`src/hdl/write_lock_pkg.sv`:
```
package write_lock_pkg;

  // register map
  localparam logic [7:0] ADDR_WRITE_LOCK_CONTROL = 8'h10;
  localparam logic [7:0] ADDR_SUPPLY_STATUS      = 8'h02;
  localparam logic [7:0] ADDR_DEVICE_STATUS      = 8'h03;
  localparam logic [7:0] RESET_WRITE_LOCK        = 8'h00;

  // field positions of write_lock_control
  localparam int BIT_INIT_DONE_LOCK     = 7;
  localparam int BIT_SUPPLY_REPORT_DIS  = 3;
  localparam int BIT_RESET_CODE_HI      = 1;
  localparam int BIT_RESET_CODE_LO      = 0;
  localparam logic [7:0] MASK_RESET_CODE = 8'h03;

  // soft reset key codes, written as {bit1, bit0}
  localparam logic [1:0] KEY_FIRST  = 2'b00;
  localparam logic [1:0] KEY_SECOND = 2'b11;
  localparam logic [1:0] KEY_THIRD  = 2'b10;

  typedef enum logic [1:0] {
    KEY_IDLE   = 2'b00,
    KEY_GOT1   = 2'b01,
    KEY_GOT2   = 2'b10
  } key_step_t;

  // timing
  localparam int CLK_HZ                  = 10_000_000;
  localparam int SUPPLY_RECOVERY_TIME_US = 100;
  localparam int SUPPLY_RECOVERY_CYCLES  =
    (SUPPLY_RECOVERY_TIME_US * (CLK_HZ / 1_000_000) < 1) ? 1 :
    SUPPLY_RECOVERY_TIME_US * (CLK_HZ / 1_000_000);

  // error detection code
  localparam logic [7:0] EDC_POLY = 8'h2F;
  localparam logic [7:0] EDC_SEED = 8'hFF;

endpackage : write_lock_pkg

```
`src/hdl/edc_checker.sv`:
```
`timescale 1ns/1ps
module edc_checker
  import write_lock_pkg::*;
#(
  parameter int DATA_BITS = 64
)
(
  // clock and reset
  input  wire logic                 clk_sys,
  input  wire logic                 rst_n,
  // control
  input  wire logic                 enable,
  input  wire logic [DATA_BITS-1:0] image,
  // result
  output logic                      mismatch
);

  logic [7:0] code;
  logic [7:0] refCode;
  logic       refValid;

  function automatic logic [7:0] edc_calc(input logic [DATA_BITS-1:0] d);
    logic [7:0] c;
    c = EDC_SEED;
    for (int i = DATA_BITS - 1; i >= 0; i--)
    begin
      c = (c[7] ^ d[i]) ? ({c[6:0], 1'b0} ^ EDC_POLY) : {c[6:0], 1'b0};
    end
    return c;
  endfunction : edc_calc

  always_ff @(posedge clk_sys or negedge rst_n)
  begin
    if (!rst_n)
      code <= 8'h00;
    else
      code <= edc_calc(image);
  end

  // reference taken on the first cycle after enabling, then compared every cycle
  always_ff @(posedge clk_sys or negedge rst_n)
  begin
    if (!rst_n)
    begin
      refCode  <= 8'h00;
      refValid <= 1'b0;
      mismatch <= 1'b0;
    end
    else if (!enable)
    begin
      refValid <= 1'b0;
      mismatch <= 1'b0;
    end
    else if (!refValid)
    begin
      refCode  <= edc_calc(image);
      refValid <= 1'b1;
      mismatch <= 1'b0;
    end
    else
      mismatch <= (code != refCode);
  end

endmodule : edc_checker

```
`src/hdl/sync_two_ff.sv`:
```
`timescale 1ns/1ps
module sync_two_ff
  import write_lock_pkg::*;
(
  // clock and reset
  input  wire logic clk_sys,
  input  wire logic rst_n,
  // level crossing
  input  wire logic asyncIn,
  output logic      syncOut
);

  logic stage1;

  always_ff @(posedge clk_sys or negedge rst_n)
  begin
    if (!rst_n)
    begin
      stage1  <= 1'b0;
      syncOut <= 1'b0;
    end
    else
    begin
      stage1  <= asyncIn;
      syncOut <= stage1;
    end
  end

endmodule : sync_two_ff

```
`src/hdl/write_lock_and_soft_reset.sv`:
```
// Notes on behaviour
// - lock blocks writes except the lock control register
// - lock bit stays set until device reset
// - locked: continuously check registers against reference code
// - locked: self-test disabled, start requests refused
// - locked: only reset code bits accept writes
// - bit 3 selects supply error reporting on SPI
// - SPI, bit 0: silent, then one error-code response
// - SPI, bit 0: clear on read/report, timer zero only
// - SPI, bit 1: silent while timer runs, self-clear
// - I2C: silent until expiry, status read clears
// - keys 00, 11, then bit1 set bit0 clear
// - write answer returns new value with reset code
// - third key resets; no answer, no acknowledge
// - read returns 00 code, aborts key sequence
// - reset code bits excluded from error code
// - one shared timer reloaded while supply fault present
`timescale 1ns/1ps
module write_lock_and_soft_reset
  import write_lock_pkg::*;
#(
  parameter int USER_REG_BITS   = 64,
  parameter int RECOVERY_CYCLES = SUPPLY_RECOVERY_CYCLES,
  parameter int TIMER_BITS      = 16
)
(
  // clock and reset
  input  wire logic                     clk_sys,
  input  wire logic                     rst_n,
  // register access from the serial front end
  input  wire logic                     accWrite,
  input  wire logic                     accRead,
  input  wire logic [7:0]               accAddr,
  input  wire logic [7:0]               accWdata,
  input  wire logic                     spiMode,
  // access answer
  output logic                          ansValid,
  output logic                          ansSilent,
  output logic [7:0]                    ansData,
  // write permission for other registers
  output logic                          writeAllowed,
  // data transmissions
  input  wire logic                     respSent,
  output logic                          respBlocked,
  output logic                          respErrorCode,
  // supply monitor
  input  wire logic                     supplyFaultPin,
  output logic                          supplyError,
  // register image check
  input  wire logic [USER_REG_BITS-1:0] userRegImage,
  input  wire logic                     rwErrorReported,
  output logic                          userRwError,
  // self-test
  input  wire logic                     selfTestReq,
  output logic                          selfTestStart,
  // control outputs
  output logic                          initDoneLock,
  output logic                          supplyErrorReportDisable,
  output logic                          softResetReq
);

  logic [7:0]            writeLockControl;
  logic [1:0]            resetCode;
  key_step_t             keyStep;
  key_step_t             next_keyStep;
  logic                  keyFires;
  logic                  ctrlWrite;
  logic                  ctrlRead;
  logic [7:0]            next_ctrl;
  logic                  supplyFault;
  logic [TIMER_BITS-1:0] supplyTimer;
  logic                  timerZero;
  logic                  timerExpire;
  logic                  errCodePending;
  logic                  supplyClear;
  logic                  edcMismatch;

  assign ctrlWrite = accWrite && (accAddr == ADDR_WRITE_LOCK_CONTROL);
  assign ctrlRead  = accRead && (accAddr == ADDR_WRITE_LOCK_CONTROL);

  assign initDoneLock             = writeLockControl[BIT_INIT_DONE_LOCK];
  assign supplyErrorReportDisable = writeLockControl[BIT_SUPPLY_REPORT_DIS];

  // other registers take writes only before the lock is set
  assign writeAllowed = !initDoneLock;

  // locked: only the reset code lands, lock bit can only be set
  always_comb
  begin
    next_ctrl = writeLockControl;
    if (initDoneLock)
      next_ctrl = (writeLockControl & ~MASK_RESET_CODE) | (accWdata & MASK_RESET_CODE);
    else
      next_ctrl = accWdata;
    next_ctrl[BIT_INIT_DONE_LOCK] = initDoneLock | accWdata[BIT_INIT_DONE_LOCK];
  end

  always_ff @(posedge clk_sys or negedge rst_n)
  begin
    if (!rst_n)
      writeLockControl <= RESET_WRITE_LOCK;
    else if (ctrlWrite)
      writeLockControl <= next_ctrl;
  end

  always_ff @(posedge clk_sys or negedge rst_n)
  begin
    if (!rst_n)
      resetCode <= 2'b00;
    else if (ctrlWrite)
      resetCode <= accWdata[BIT_RESET_CODE_HI:BIT_RESET_CODE_LO];
    else if (ctrlRead)
      resetCode <= 2'b00;
  end

  // key tracker
  always_comb
  begin
    next_keyStep = keyStep;
    keyFires     = 1'b0;
    if (ctrlRead)
      next_keyStep = KEY_IDLE;
    else if (ctrlWrite)
    begin
      unique case (keyStep)
        KEY_IDLE:
          next_keyStep = (accWdata[1:0] == KEY_FIRST) ? KEY_GOT1 : KEY_IDLE;
        KEY_GOT1:
          next_keyStep = (accWdata[1:0] == KEY_SECOND) ? KEY_GOT2 :
                         (accWdata[1:0] == KEY_FIRST) ? KEY_GOT1 : KEY_IDLE;
        KEY_GOT2:
        begin
          keyFires     = (accWdata[1:0] == KEY_THIRD);
          next_keyStep = (accWdata[1:0] == KEY_FIRST) ? KEY_GOT1 : KEY_IDLE;
        end
        default:
          next_keyStep = KEY_IDLE;
      endcase
    end
  end

  always_ff @(posedge clk_sys or negedge rst_n)
  begin
    if (!rst_n)
      keyStep <= KEY_IDLE;
    else
      keyStep <= next_keyStep;
  end

  always_ff @(posedge clk_sys or negedge rst_n)
  begin
    if (!rst_n)
      softResetReq <= 1'b0;
    else
      softResetReq <= keyFires;
  end

  // access answers, one cycle after the request
  always_ff @(posedge clk_sys or negedge rst_n)
  begin
    if (!rst_n)
    begin
      ansValid  <= 1'b0;
      ansSilent <= 1'b0;
      ansData   <= 8'h00;
    end
    else
    begin
      ansValid  <= (accWrite || accRead) && !keyFires && !respBlocked;
      ansSilent <= (accWrite || accRead) && (keyFires || respBlocked);
      if (ctrlWrite)
        ansData <= next_ctrl;
      else if (ctrlRead)
        ansData <= writeLockControl & ~MASK_RESET_CODE;
      else if (accWrite || accRead)
        ansData <= 8'h00;
    end
  end

  // shared supply timer
  sync_two_ff u_supply_sync (
    .clk_sys (clk_sys),
    .rst_n   (rst_n),
    .asyncIn (supplyFaultPin),
    .syncOut (supplyFault)
  );

  assign timerZero   = (supplyTimer == '0);
  assign timerExpire = (supplyTimer == TIMER_BITS'(1)) && !supplyFault;

  always_ff @(posedge clk_sys or negedge rst_n)
  begin
    if (!rst_n)
      supplyTimer <= '0;
    else if (supplyFault)
      supplyTimer <= TIMER_BITS'(RECOVERY_CYCLES);
    else if (!timerZero)
      supplyTimer <= supplyTimer - TIMER_BITS'(1);
  end

  // supply error clearing per interface and report mode
  always_comb
  begin
    supplyClear = 1'b0;
    if (!spiMode)
      supplyClear = timerZero && accRead && (accAddr == ADDR_SUPPLY_STATUS);
    else if (supplyErrorReportDisable)
      supplyClear = timerZero;
    else
      supplyClear = timerZero && ((accRead && (accAddr == ADDR_SUPPLY_STATUS)) ||
                                  (respSent && errCodePending));
  end

  always_ff @(posedge clk_sys or negedge rst_n)
  begin
    if (!rst_n)
      supplyError <= 1'b0;
    else if (supplyFault)
      supplyError <= 1'b1;
    else if (supplyClear)
      supplyError <= 1'b0;
  end

  // no response while the timer runs, in every mode
  assign respBlocked = !timerZero;

  always_ff @(posedge clk_sys or negedge rst_n)
  begin
    if (!rst_n)
      errCodePending <= 1'b0;
    else if (timerExpire && spiMode && !supplyErrorReportDisable)
      errCodePending <= 1'b1;
    else if (respSent || !spiMode || supplyErrorReportDisable)
      errCodePending <= 1'b0;
  end

  assign respErrorCode = errCodePending && timerZero;

  // register image check while locked, reset code left out
  edc_checker #(
    .DATA_BITS (USER_REG_BITS + 6)
  ) u_edc (
    .clk_sys  (clk_sys),
    .rst_n    (rst_n),
    .enable   (initDoneLock),
    .image    ({userRegImage, writeLockControl[7:2]}),
    .mismatch (edcMismatch)
  );

  always_ff @(posedge clk_sys or negedge rst_n)
  begin
    if (!rst_n)
      userRwError <= 1'b0;
    else if (edcMismatch)
      userRwError <= 1'b1;
    else if ((accRead && (accAddr == ADDR_DEVICE_STATUS)) || rwErrorReported)
      userRwError <= 1'b0;
  end

  // self-test gate
  always_ff @(posedge clk_sys or negedge rst_n)
  begin
    if (!rst_n)
      selfTestStart <= 1'b0;
    else
      selfTestStart <= selfTestReq && !initDoneLock;
  end

endmodule : write_lock_and_soft_reset

```
`config.mk`:
```
export PLATFORM = sky130hd
export DESIGN_NAME = write_lock_and_soft_reset
export DESIGN_NICKNAME = d
export VERILOG_FILES = /design/src/hdl/write_lock_pkg.sv /design/src/hdl/edc_checker.sv /design/src/hdl/sync_two_ff.sv /design/src/hdl/write_lock_and_soft_reset.sv
export SDC_FILE = /design/constraint.sdc
export NUM_CORES = 1
export LEC_CHECK = 0
export CAP_MARGIN = 20
export CORE_MARGIN = 10
export CORE_UTILIZATION = 50
export DETAILED_ROUTE_END_ITERATION = 10
export DONT_BUFFER_PORTS = 1
export PLACE_DENSITY = 0.68
export RECOVER_POWER = 25
export SLEW_MARGIN = 20
export SYNTH_ARGS = -nofsm -noshare
export SYNTH_HDL_FRONTEND = slang
export SYNTH_HIERARCHICAL = 1
export SYNTH_SLANG_ARGS = --single-unit
```
`constraint.sdc`:
```
create_clock -name clk_sys -period 3.7 [get_ports clk_sys]
set_input_delay 0.555 -clock clk_sys [delete_from_list [all_inputs] [get_ports clk_sys]]
set_output_delay 0.555 -clock clk_sys [all_outputs]
set_load 0.1 [all_outputs]
```
---- Word level (Yosys, flattened, before mapping) ----
Index checks and enable logic that the tools add are counted.
operators by class
  mux-type cells .......................... 95
  reductions and logical operators ........ 38
  add/sub/neg operators ................... 1
  equality and inequality tests ........... 10
  bitwise gates (word level) .............. 141
operator list
  kind                                                number
  2-to-1 mux 6 bit                                    70
  inverter 5 bit                                      69
  XOR 1 bit                                           67
  2-to-1 mux 16 bit                                   2
  2-to-1 mux 8 bit                                    3
  == test 16 x 1 -> 1 bit, second input constant      1
  == test 8 x 2 -> 1 bit, second input constant       2
  logical AND 1 bit                                   16
  logical NOT 16 bit                                  1
  subtractor 16 x 1 -> 16 bit, second input constant  1
  2-to-1 mux 1 bit                                    15
  == test 8 x 5 -> 1 bit, second input constant       1
  != test 8 bit                                       1
  nonzero test 2 bit                                  4
  2-to-1 mux 7 bit                                    1
  bitwise OR 7 x 2 -> 7 bit                           1
  == test 2 bit, second input constant                3
  logical NOT 1 bit                                   6
  logical OR 1 bit                                    6
  2-to-1 mux 2 bit                                    3
  logical NOT 2 bit                                   2
  case mux 2 bit (2 select lines)                     1
  nonzero test 3 bit                                  1
  == test 2 x 1 -> 1 bit, second input constant       1
  other kinds (6)                                     7
word-level totals
  flip-flop bits (word level) ............. 61

---- Logic depth before layout (Yosys ltp) ----
Gate-level depths: netlist (run 1).
  word-level depth ........................ 139
  depth in mapped cells ................... 14

---- Cells and area by module ----
The synthesis (run 1) kept the hierarchy.
modules (own cells, without submodules)
  module                     instances  area an instance (sq um)  cells an instance
  edc_checker                1          4,239.1                   297
  write_lock_and_soft_reset  1          2,005.7                   195
  sync_two_ff                1          50.0                      2

---- Worst setup path before layout (run 1) ----
OpenSTA, ideal clock, no wires.
  path type ............................... in2reg
  from .................................... input userRegImage[55]
  to ...................................... register u_edc.refCode[5]
  stages on the path ...................... 14
  required time ........................... 3.622 ns
  library setup time ...................... 0.078 ns
  path buffers ............................ 1
  setup slack ............................. -1.606 ns
  arrival time ............................ 5.228 ns
  cell sequence ........................... clkbuf_2 > xnor3_1 > xor3_1 > xnor3_2 > xnor2_4 > xnor3_1 > xor2_2 > xnor3_2 > xnor3_2 > xnor2_2 > xnor3_1 > xor2_2 > xnor3_1 > o21ai_1
between the ends
  longest elaborated chain between the ends .. 88
  elaborated cells on any way between the ends .. 180
RTL lines
  what                            RTL line                         RTL
  start, declared                 write_lock_and_soft_reset.sv:50  input wire logic [USER_REG_BITS-1:0] userRegImage,
  XOR 1 bit (*)                   edc_checker.sv:27                c = (c[7] ^ d[i]) ? ({c[6:0], 1'b0} ^ EDC_POLY) : {c[6:0], 1'b0};
  2-to-1 mux 6 bit (*)            edc_checker.sv:27
  inverter 5 bit (no line)        n/a
  2-to-1 mux 6 bit                edc_checker.sv:27
  inverter 5 bit (no line)        n/a
  2-to-1 mux 6 bit                edc_checker.sv:27
  inverter 5 bit (no line)        n/a
  2-to-1 mux 6 bit (2 in series)  edc_checker.sv:27
  [... 70 more ...]               n/a
  inverter 5 bit (no line)        n/a
  2-to-1 mux 6 bit                edc_checker.sv:27
  inverter 5 bit (no line)        n/a
  2-to-1 mux 6 bit                edc_checker.sv:27
  inverter 5 bit (no line)        n/a
  2-to-1 mux 6 bit (2 in series)  edc_checker.sv:27
  inverter 5 bit (no line)        n/a
  2-to-1 mux 6 bit (*)            edc_checker.sv:27
  end signal, assigned            edc_checker.sv:56                refCode <= edc_calc(image);
  end, declared                   edc_checker.sv:19                logic [7:0] refCode;
Every way passes the cells marked *; elsewhere a longest branch is shown, timed or not.
A chain may end at the register's enable or synchronous reset.

---- Worst setup path in the final report (run 1) ----
  from .................................... input userRegImage[59]
  to ...................................... register u_edc.refCode[1]
between the ends
  longest elaborated chain between the ends .. 92
  elaborated cells on any way between the ends .. 190
RTL lines
  what                            RTL line
  XOR 1 bit (*)                   edc_checker.sv:27
  2-to-1 mux 6 bit (*)            edc_checker.sv:27
  inverter 5 bit (no line)        n/a
  2-to-1 mux 6 bit                edc_checker.sv:27
  inverter 5 bit (no line)        n/a
  2-to-1 mux 6 bit                edc_checker.sv:27
  inverter 5 bit (no line)        n/a
  2-to-1 mux 6 bit (2 in series)  edc_checker.sv:27
  [... 74 more ...]               n/a
  inverter 5 bit (no line)        n/a
  2-to-1 mux 6 bit (2 in series)  edc_checker.sv:27
  inverter 5 bit (no line)        n/a
  2-to-1 mux 6 bit                edc_checker.sv:27
  XOR 1 bit                       edc_checker.sv:27
  2-to-1 mux 6 bit                edc_checker.sv:27
  inverter 5 bit (no line)        n/a
  2-to-1 mux 6 bit (*)            edc_checker.sv:27
Marks and branches as above.

==> impl_metrics.toml, run 1 <==
[status]
status = "finished, violations left"
violations = "max-capacitance violations, max-slew violations, negative setup slack"

[grt]
grt_antenna_before_repair = 0
grt-ovfl-total = 0
grt_pass1_vias = 4486
grt_max_degree = 60
grt_pass1_wl_mm = 24.29
track_usage_pct = 17.57

[synthesis]
ys_types = 53
synth_seq_area_share_pct = 23.45
postSynthAreaPerCell_sq_um = 12.74
syn_area_sq_mm = 0.006295
syn_nets = 585
yosys_register_bits = 59
yosysWarnings = 6
synth_async_sr_flop_share_pct = 100.0
synth_top_flop_cell = "dfrtp_1"
synth_edf_count = 0
netlist_instances = 494

[floorplan]
io_pins = 108
dieArea_sq_mm = 0.01748
core_area_sq_mm = 0.01216
fp.dieW_um = 132.2
initial_core_util_pct = 51.76
fp.dieH_um = 132.2
num_rows = 40

[place]
dpl.hpwl_mm = 11.84
gp_congestion = 0.8597
numPortBuffers = 0
dpl-instance-area_sq_mm = 0.007380

[clock_network]
cts_buffers = 9
clock-sinks = 59
h-tree-depth = 3
clk_pin_slew_ns = 0.05
clockBufferDepth = 2
worst_skew_pair.late_latency_ns = 0.32
cts_tree = "built"
root_buffer = "clkbuf_16"

[final_layout]
antenna_cells = 0
drive_above_1_share_pct = 42.01
area_growth_pct = 31.66
fin_area_sq_mm = 0.008288
finalNetCount = 712

[worst_setup_path]
crit_slowest_cell = "xnor3_2"
path_delay_family = "XOR/XNOR gates"
critical_path_class = "in -> reg"
start_kind = "input pin"
crit_arrival_ns = 4.98
path_buf_inv = 3
crit_path_cell_trace = "xnor3_2, xor2_4, buf_6, xnor2_4, buf_12, xor2_2, xnor3_2, xnor3_1, xor3_2, xnor3_1, xnor3_1, xnor2_2, buf_4, xnor3_2, xor2_2, mux2_2"
crit_fanout = 7
endpoint_kind = "register"
required_ns = 3.91
slowest_delay_ns = 0.51

[drt]
vias = 4145
avgViaCountPerCell = 5.220
wire_per_inst_um = 19.46
drtPass1Iterations = 4
ant_nets = 0
drt_iter0_markers = 141
wirelength_mm = 15.45
drcViolationCount = 0

[sta]
relSlewSlack_pct = -108.4
setup_violations = 16
worst_slack_ns = -1.073
tightestPinTransition_ns = 3.126
skew_ns = 0.006425
drv_slew = 60
layout_worst_path_cycle_share_pct = 129.0
rsz0062_at_grt = "yes"
fmax_ghz = 0.2095
fin_crit_ns = 4.773
final_hold_viol_count = 0

[worst_hold_path]
hp-class = "in -> reg"

[job]
maxCapViolCount = 1
-- cell usage after synthesis, drive strengths merged, types with 2 or more instances --
cell,instances,share of area [%]
nand3,6,0.48
nor2b,9,0.89
or4,6,0.83
buf,4,0.30
xnor2,116,19
and3,2,0.20
nor3b,5,0.68
xor3,13,4.9
nor2,13,0.78
nor3,6,0.48
a31o,2,0.28
nor4b,4,0.56
nor4,8,0.80
mux2i,3,0.48
xnor3,73,26
nand2b,4,0.40
a211oi,2,0.24
clkbuf,8,0.50
mux2,17,3.0
a31oi,5,0.50
o21ai,14,1.1
nand3b,3,0.36
or3,3,0.30
a21oi,12,0.95
inv,9,0.54
dfrtp,59,23
nand4,4,0.40
a211o,2,0.28
a21o,3,0.36
ha,2,0.40
xor2,54,8.0
a32o,2,0.32
o21bai,2,0.24
nand2,10,0.60
-- cell type report --
| type | count | area [sq um] |
|---|---|---|
| Multi-Input combinational cell | 414 | 5175 |
| Fill cell | 875 | 3874 |
| Sequential cell | 59 | 1478 |
| Timing Repair Buffer | 128 | 1030 |
| Clock buffer | 12 | 266.5 |
| Tap cell | 168 | 210.2 |
| Clock inverter | 4 | 95.09 |
| Inverter | 9 | 33.78 |
-- sequential cells by signal, summed over array words and instances (netlist names), 2 cells and up --
name	count
keyStep	2
u_edc/code	8
supplyTimer	16
ansData	8
writeLockControl	6
u_edc/refCode	8
-- cells in the final DEF (no fill, tap or decap), drive strengths merged, types with 3 or more instances in the layout --
| cell type | instances |
|---|---|
| a21o | 3 |
| a21oi | 12 |
| a31oi | 5 |
| buf | 127 |
| bufinv | 3 |
| clkbuf | 13 |
| dfrtp | 59 |
| inv | 9 |
| mux2 | 17 |
| mux2i | 3 |
| nand2 | 10 |
| nand2b | 4 |
| nand3 | 6 |
| nand3b | 3 |
| nand4 | 4 |
| nor2 | 13 |
| nor2b | 9 |
| nor3 | 6 |
| nor3b | 5 |
| nor4 | 8 |
| nor4b | 4 |
| o21ai | 14 |
| or3 | 3 |
| or4 | 6 |
| xnor2 | 116 |
| xnor3 | 73 |
| xor2 | 54 |
| xor3 | 13 |
-- routing by layer --
metal	track usage [%]	wire length [um]	vias up	share of wire (%)
met5	0	0	-	0
met4	5.868	361	0	2.3
met3	4.802	812	25	5.3
met2	32.36	8454	102	55
met1	18.87	5822	2042	38
li1	-	-	1976	-
-- cells by family after synthesis --
group                    count (synthesis)  synth area share, %
AO/OA/AOI/OAI                           48                4.830
flip-flops                              59                23.45
XOR/XNOR                               256                58.04
multiplexers                            20                3.518
adder cells (fa/ha/maj)                  2               0.3975
buffers and inverters                   21                1.332
AND/OR/NAND/NOR                         88                8.428
-- stage by stage --
step / utilization (%) / hold WS (ns) / setup TNS, ns / setup WS, ns / std cells
global route: 68.15 / 0.2443 / -17.07 / -1.196 / 794
finish: 68.15 / 0.2627 / -14.98 / -1.073 / 794
detailed placement: 60.68 / 0.2621 / -20.54 / -1.431 / 748
global placement: 60.68 / 0.2622 / -19.65 / -1.365 / 748
floorplan: - / 0.2594 / -16.50 / -1.256 / 494
CTS: 67.07 / 0.1011 / -13.26 / -0.9873 / 780
-- repair_timing --
item | in CTS | in global routing
hold endpoints to repair | 59 | 0
hold buffers | 1 | 0
buffers inserted | 14 | 15
gates cloned | 1 | 0
gates resized for setup | 42 | 9
pin swaps | 17 | 12
endpoints found under the setup margin | 16 | 16
-- worst paths after layout --
path,slack (ns),to,start,depth (start not counted)
max,-1.07,u_edc/refCode[1],userRegImage[59],16
min,0.26,u_supply_sync/stage1,supplyFaultPin,0
max reg2reg,0.39,u_edc/refCode[0],writeLockControl[7],12
min reg2reg,0.35,u_supply_sync/syncOut,u_supply_sync/stage1,0
max in group asynchronous,0.43,writeLockControl[7],rst_n,1
min in group asynchronous,1.27,supplyTimer[7],rst_n,1
Power of run 1 is left out: the tool's default activity adds up to more than one toggle a clock period on the data nets, which glitch-free logic cannot reach.
==> inputs of run 2 (changes only) <==
--- a/config.mk
+++ b/config.mk
@@ -5,6 +5,7 @@
 export SDC_FILE = /design/constraint.sdc
 export NUM_CORES = 1
 export LEC_CHECK = 0
+export ABC_AREA = 1
 export CAP_MARGIN = 20
 export CORE_MARGIN = 10
 export CORE_UTILIZATION = 50
@@ -17,3 +18,4 @@
 export SYNTH_HDL_FRONTEND = slang
 export SYNTH_HIERARCHICAL = 1
 export SYNTH_SLANG_ARGS = --single-unit
+export TNS_END_PERCENT = 1
==> impl_metrics.toml, run 2 <==
[worst_setup_path]
cpMostUsedCell = "nand2_2"
crit_fanout = 6
ff2ff_path_depth = 5
crit_arrival_ns = 7.81
slowest_delay_ns = 0.22
required_ns = 3.91
critical_path_class = "in -> reg"
ff2ff_setup_slack_ns = 1.49
endpoint_kind = "register"
reg2reg_to = "u_edc/refCode[0]"
start_kind = "input pin"
crit_slowest_cell = "or2_1"
r2r-start = "writeLockControl[7]"

[drt]
wirelength_mm = 24.88
wire_per_inst_um = 13.32
ant_nets = 0
drtPass1Iterations = 5
avgViaCountPerCell = 5.101
drt_iter0_markers = 501
vias = 9529
drcViolationCount = 0

[worst_hold_path]
hold_depth = 0
worstHoldStart = "supplyFaultPin"
hp-class = "in -> reg"
hold_end = "u_supply_sync/stage1"

[grt]
grt-ovfl-total = 0
grt_antenna_before_repair = 0
grt_max_degree = 60
grt_pass1_vias = 8811
grt_pass1_wl_mm = 39.72
track_usage_pct = 20.72

[final_layout]
area_growth_pct = 29.51
largest_reg_flops = 16
final_common_cell = "nand2_1"
utilization_pct = 66.33
finalNonFillerCells = 1868
regMostFlops = "supplyTimer"
finalNetCount = 1735
layout_common_cells = "492 x nand2_1, 208 x nand2_2, 207 x nand3_1, 170 x inv_1, 100 x buf_4"
antenna_cells = 0
drive_above_1_share_pct = 35.62

[floorplan]
initial_core_util_pct = 51.21
dieArea_sq_mm = 0.02267
fp.dieH_um = 150.6
fp.dieW_um = 150.6
num_rows = 47
core_area_sq_mm = 0.01664
io_pins = 108

[sta]
drv_slew = 60
rsz0062_at_grt = "yes"
tightestPinTransition_ns = 3.097
final_hold_viol_count = 0
relSlewSlack_pct = -106.4
fmax_ghz = 0.1316
worst_slack_ns = -3.900
setup_violations = 16
fin_crit_ns = 7.600
holdWs_ns = 0.2628
layout_worst_path_cycle_share_pct = 205.4
skew_ns = 0.005678

[place]
place_ws_ns = -4.135
dp.cells = 1835
gp_congestion = 0.9162
dpl.hpwl_mm = 19.20
numPortBuffers = 0

[synthesis]
synth.mux.area_fraction_pct = 0
syn_area_sq_mm = 0.008523
ys_types = 39
ys_top_cells_by_count = "630 x nand2_1, 281 x nand3_1, 174 x inv_1"
synth-xor-area-share_pct = 4.081
synth.top_cell.area_share_pct = 27.75
yosysMostFrequentCell = "nand2_1"
synth_top_family_by_area = "simple AND/OR/NAND/NOR gates"
synth_compound_area_share_pct = 1.776
postSynthAreaPerCell_sq_um = 5.549
synth_top_flop_cell = "dfrtp_1"
yosysWarnings = 6
post-synth-top-area-cell = "nand2_1"
yosys_register_bits = 59
synth_async_sr_flop_share_pct = 100.0
synthTopCellsByArea = "nand2_1 28%, dfrtp_1 17%, nand3_1 17%"
synth_edf_count = 0
synthAdderAreaFrac_pct = 0.2936
syn_nets = 1627
yosys.area_share.simple_pct = 66.18
netlist_instances = 1536
synth_seq_area_share_pct = 17.32

[clock_network]
cts_buffers = 9
clockBufferDepth = 2
clk_pin_slew_ns = 0.05
clock-sinks = 59
cts_tree = "built"
worst_skew_pair.late_latency_ns = 0.32
h-tree-depth = 3
root_buffer = "clkbuf_16"

[status]
status = "finished, violations left"
violations = "max-capacitance violations, max-slew violations, negative setup slack"

[job]
maxCapViolCount = 1
run 2: cell count changes after synthesis, sizes merged, moves of 9 or more:
cell	previous run	this run
nand2	10	771
nand3	6	304
inv	9	220
xnor2	116	10
xnor3	73	0
nor2	13	69
xor2	54	28
mux2	17	0
xor3	13	0
nand3b	3	12
nor2b	9	0
run 2: cell families (layout without fill, tap and decap cells):
kind of cell,count (synthesis),after routing
compound gates,26,26
xor+xnor,38,38
fa+ha+maj,2,2
buf+inv,229,341
flops,59,59
simple gates,1182,1182
run 2: what timing repair did:
action	CTS	global route
setup buffers	8	9
setup endpoints to repair	16	16
resized for setup	132	167
endpoints found under the hold margin	59	0
hold buffers	1	0
pin swaps	49	80
run 2: metal layers:
layer	vias up	wire, um	GRT usage [%]
met5	-	0	0
met1	4301	10570	25.37
li1	5008	-	-
met3	36	1460	4.082
met2	184	12380	36.04
met4	0	465	5.734
run 2: area by class of cell:
class	instances	area (sq um)
multi-input combinational	1248	7380
fill	1518	5604
sequential	59	1476
inverter	223	849.6
timing repair buffer	103	777.0
tap	220	275.3
clock buffer	13	270.3
clock inverter	2	10.01
run 2: worst max path at each step:
stage | start | endpoint | slack (ns)
6_report | userRegImage[61] | u_edc/code[5] | -3.90
5_1_grt | userRegImage[61] | u_edc/code[3] | -4.50
4_1_cts | userRegImage[61] | u_edc/code[3] | -3.49
3_5_place_dp | userRegImage[61] | u_edc/code[3] | -4.13
3_3_place_gp | userRegImage[61] | u_edc/code[3] | -4.02
2_1_floorplan | userRegImage[63] | u_edc/code[3] | -3.09
run 2: worst max-delay path: cells and delay by family:
family,cells,cell delay [ns]
buffers and inverters,12,1.07
AND/OR/NAND/NOR,63,6.20
run 2: per-stage QoR:
step | TNS (ns) | area (sq um)
after floorplan | -47.80 | 8538
after detailed placement | -64.30 | 9413
after CTS | -54.34 | 10300
after global routing | -72.33 | 11040
final | -60.42 | 11040
after global placement | -62.61 | 9413
Power of run 2 is left out for the same reason.
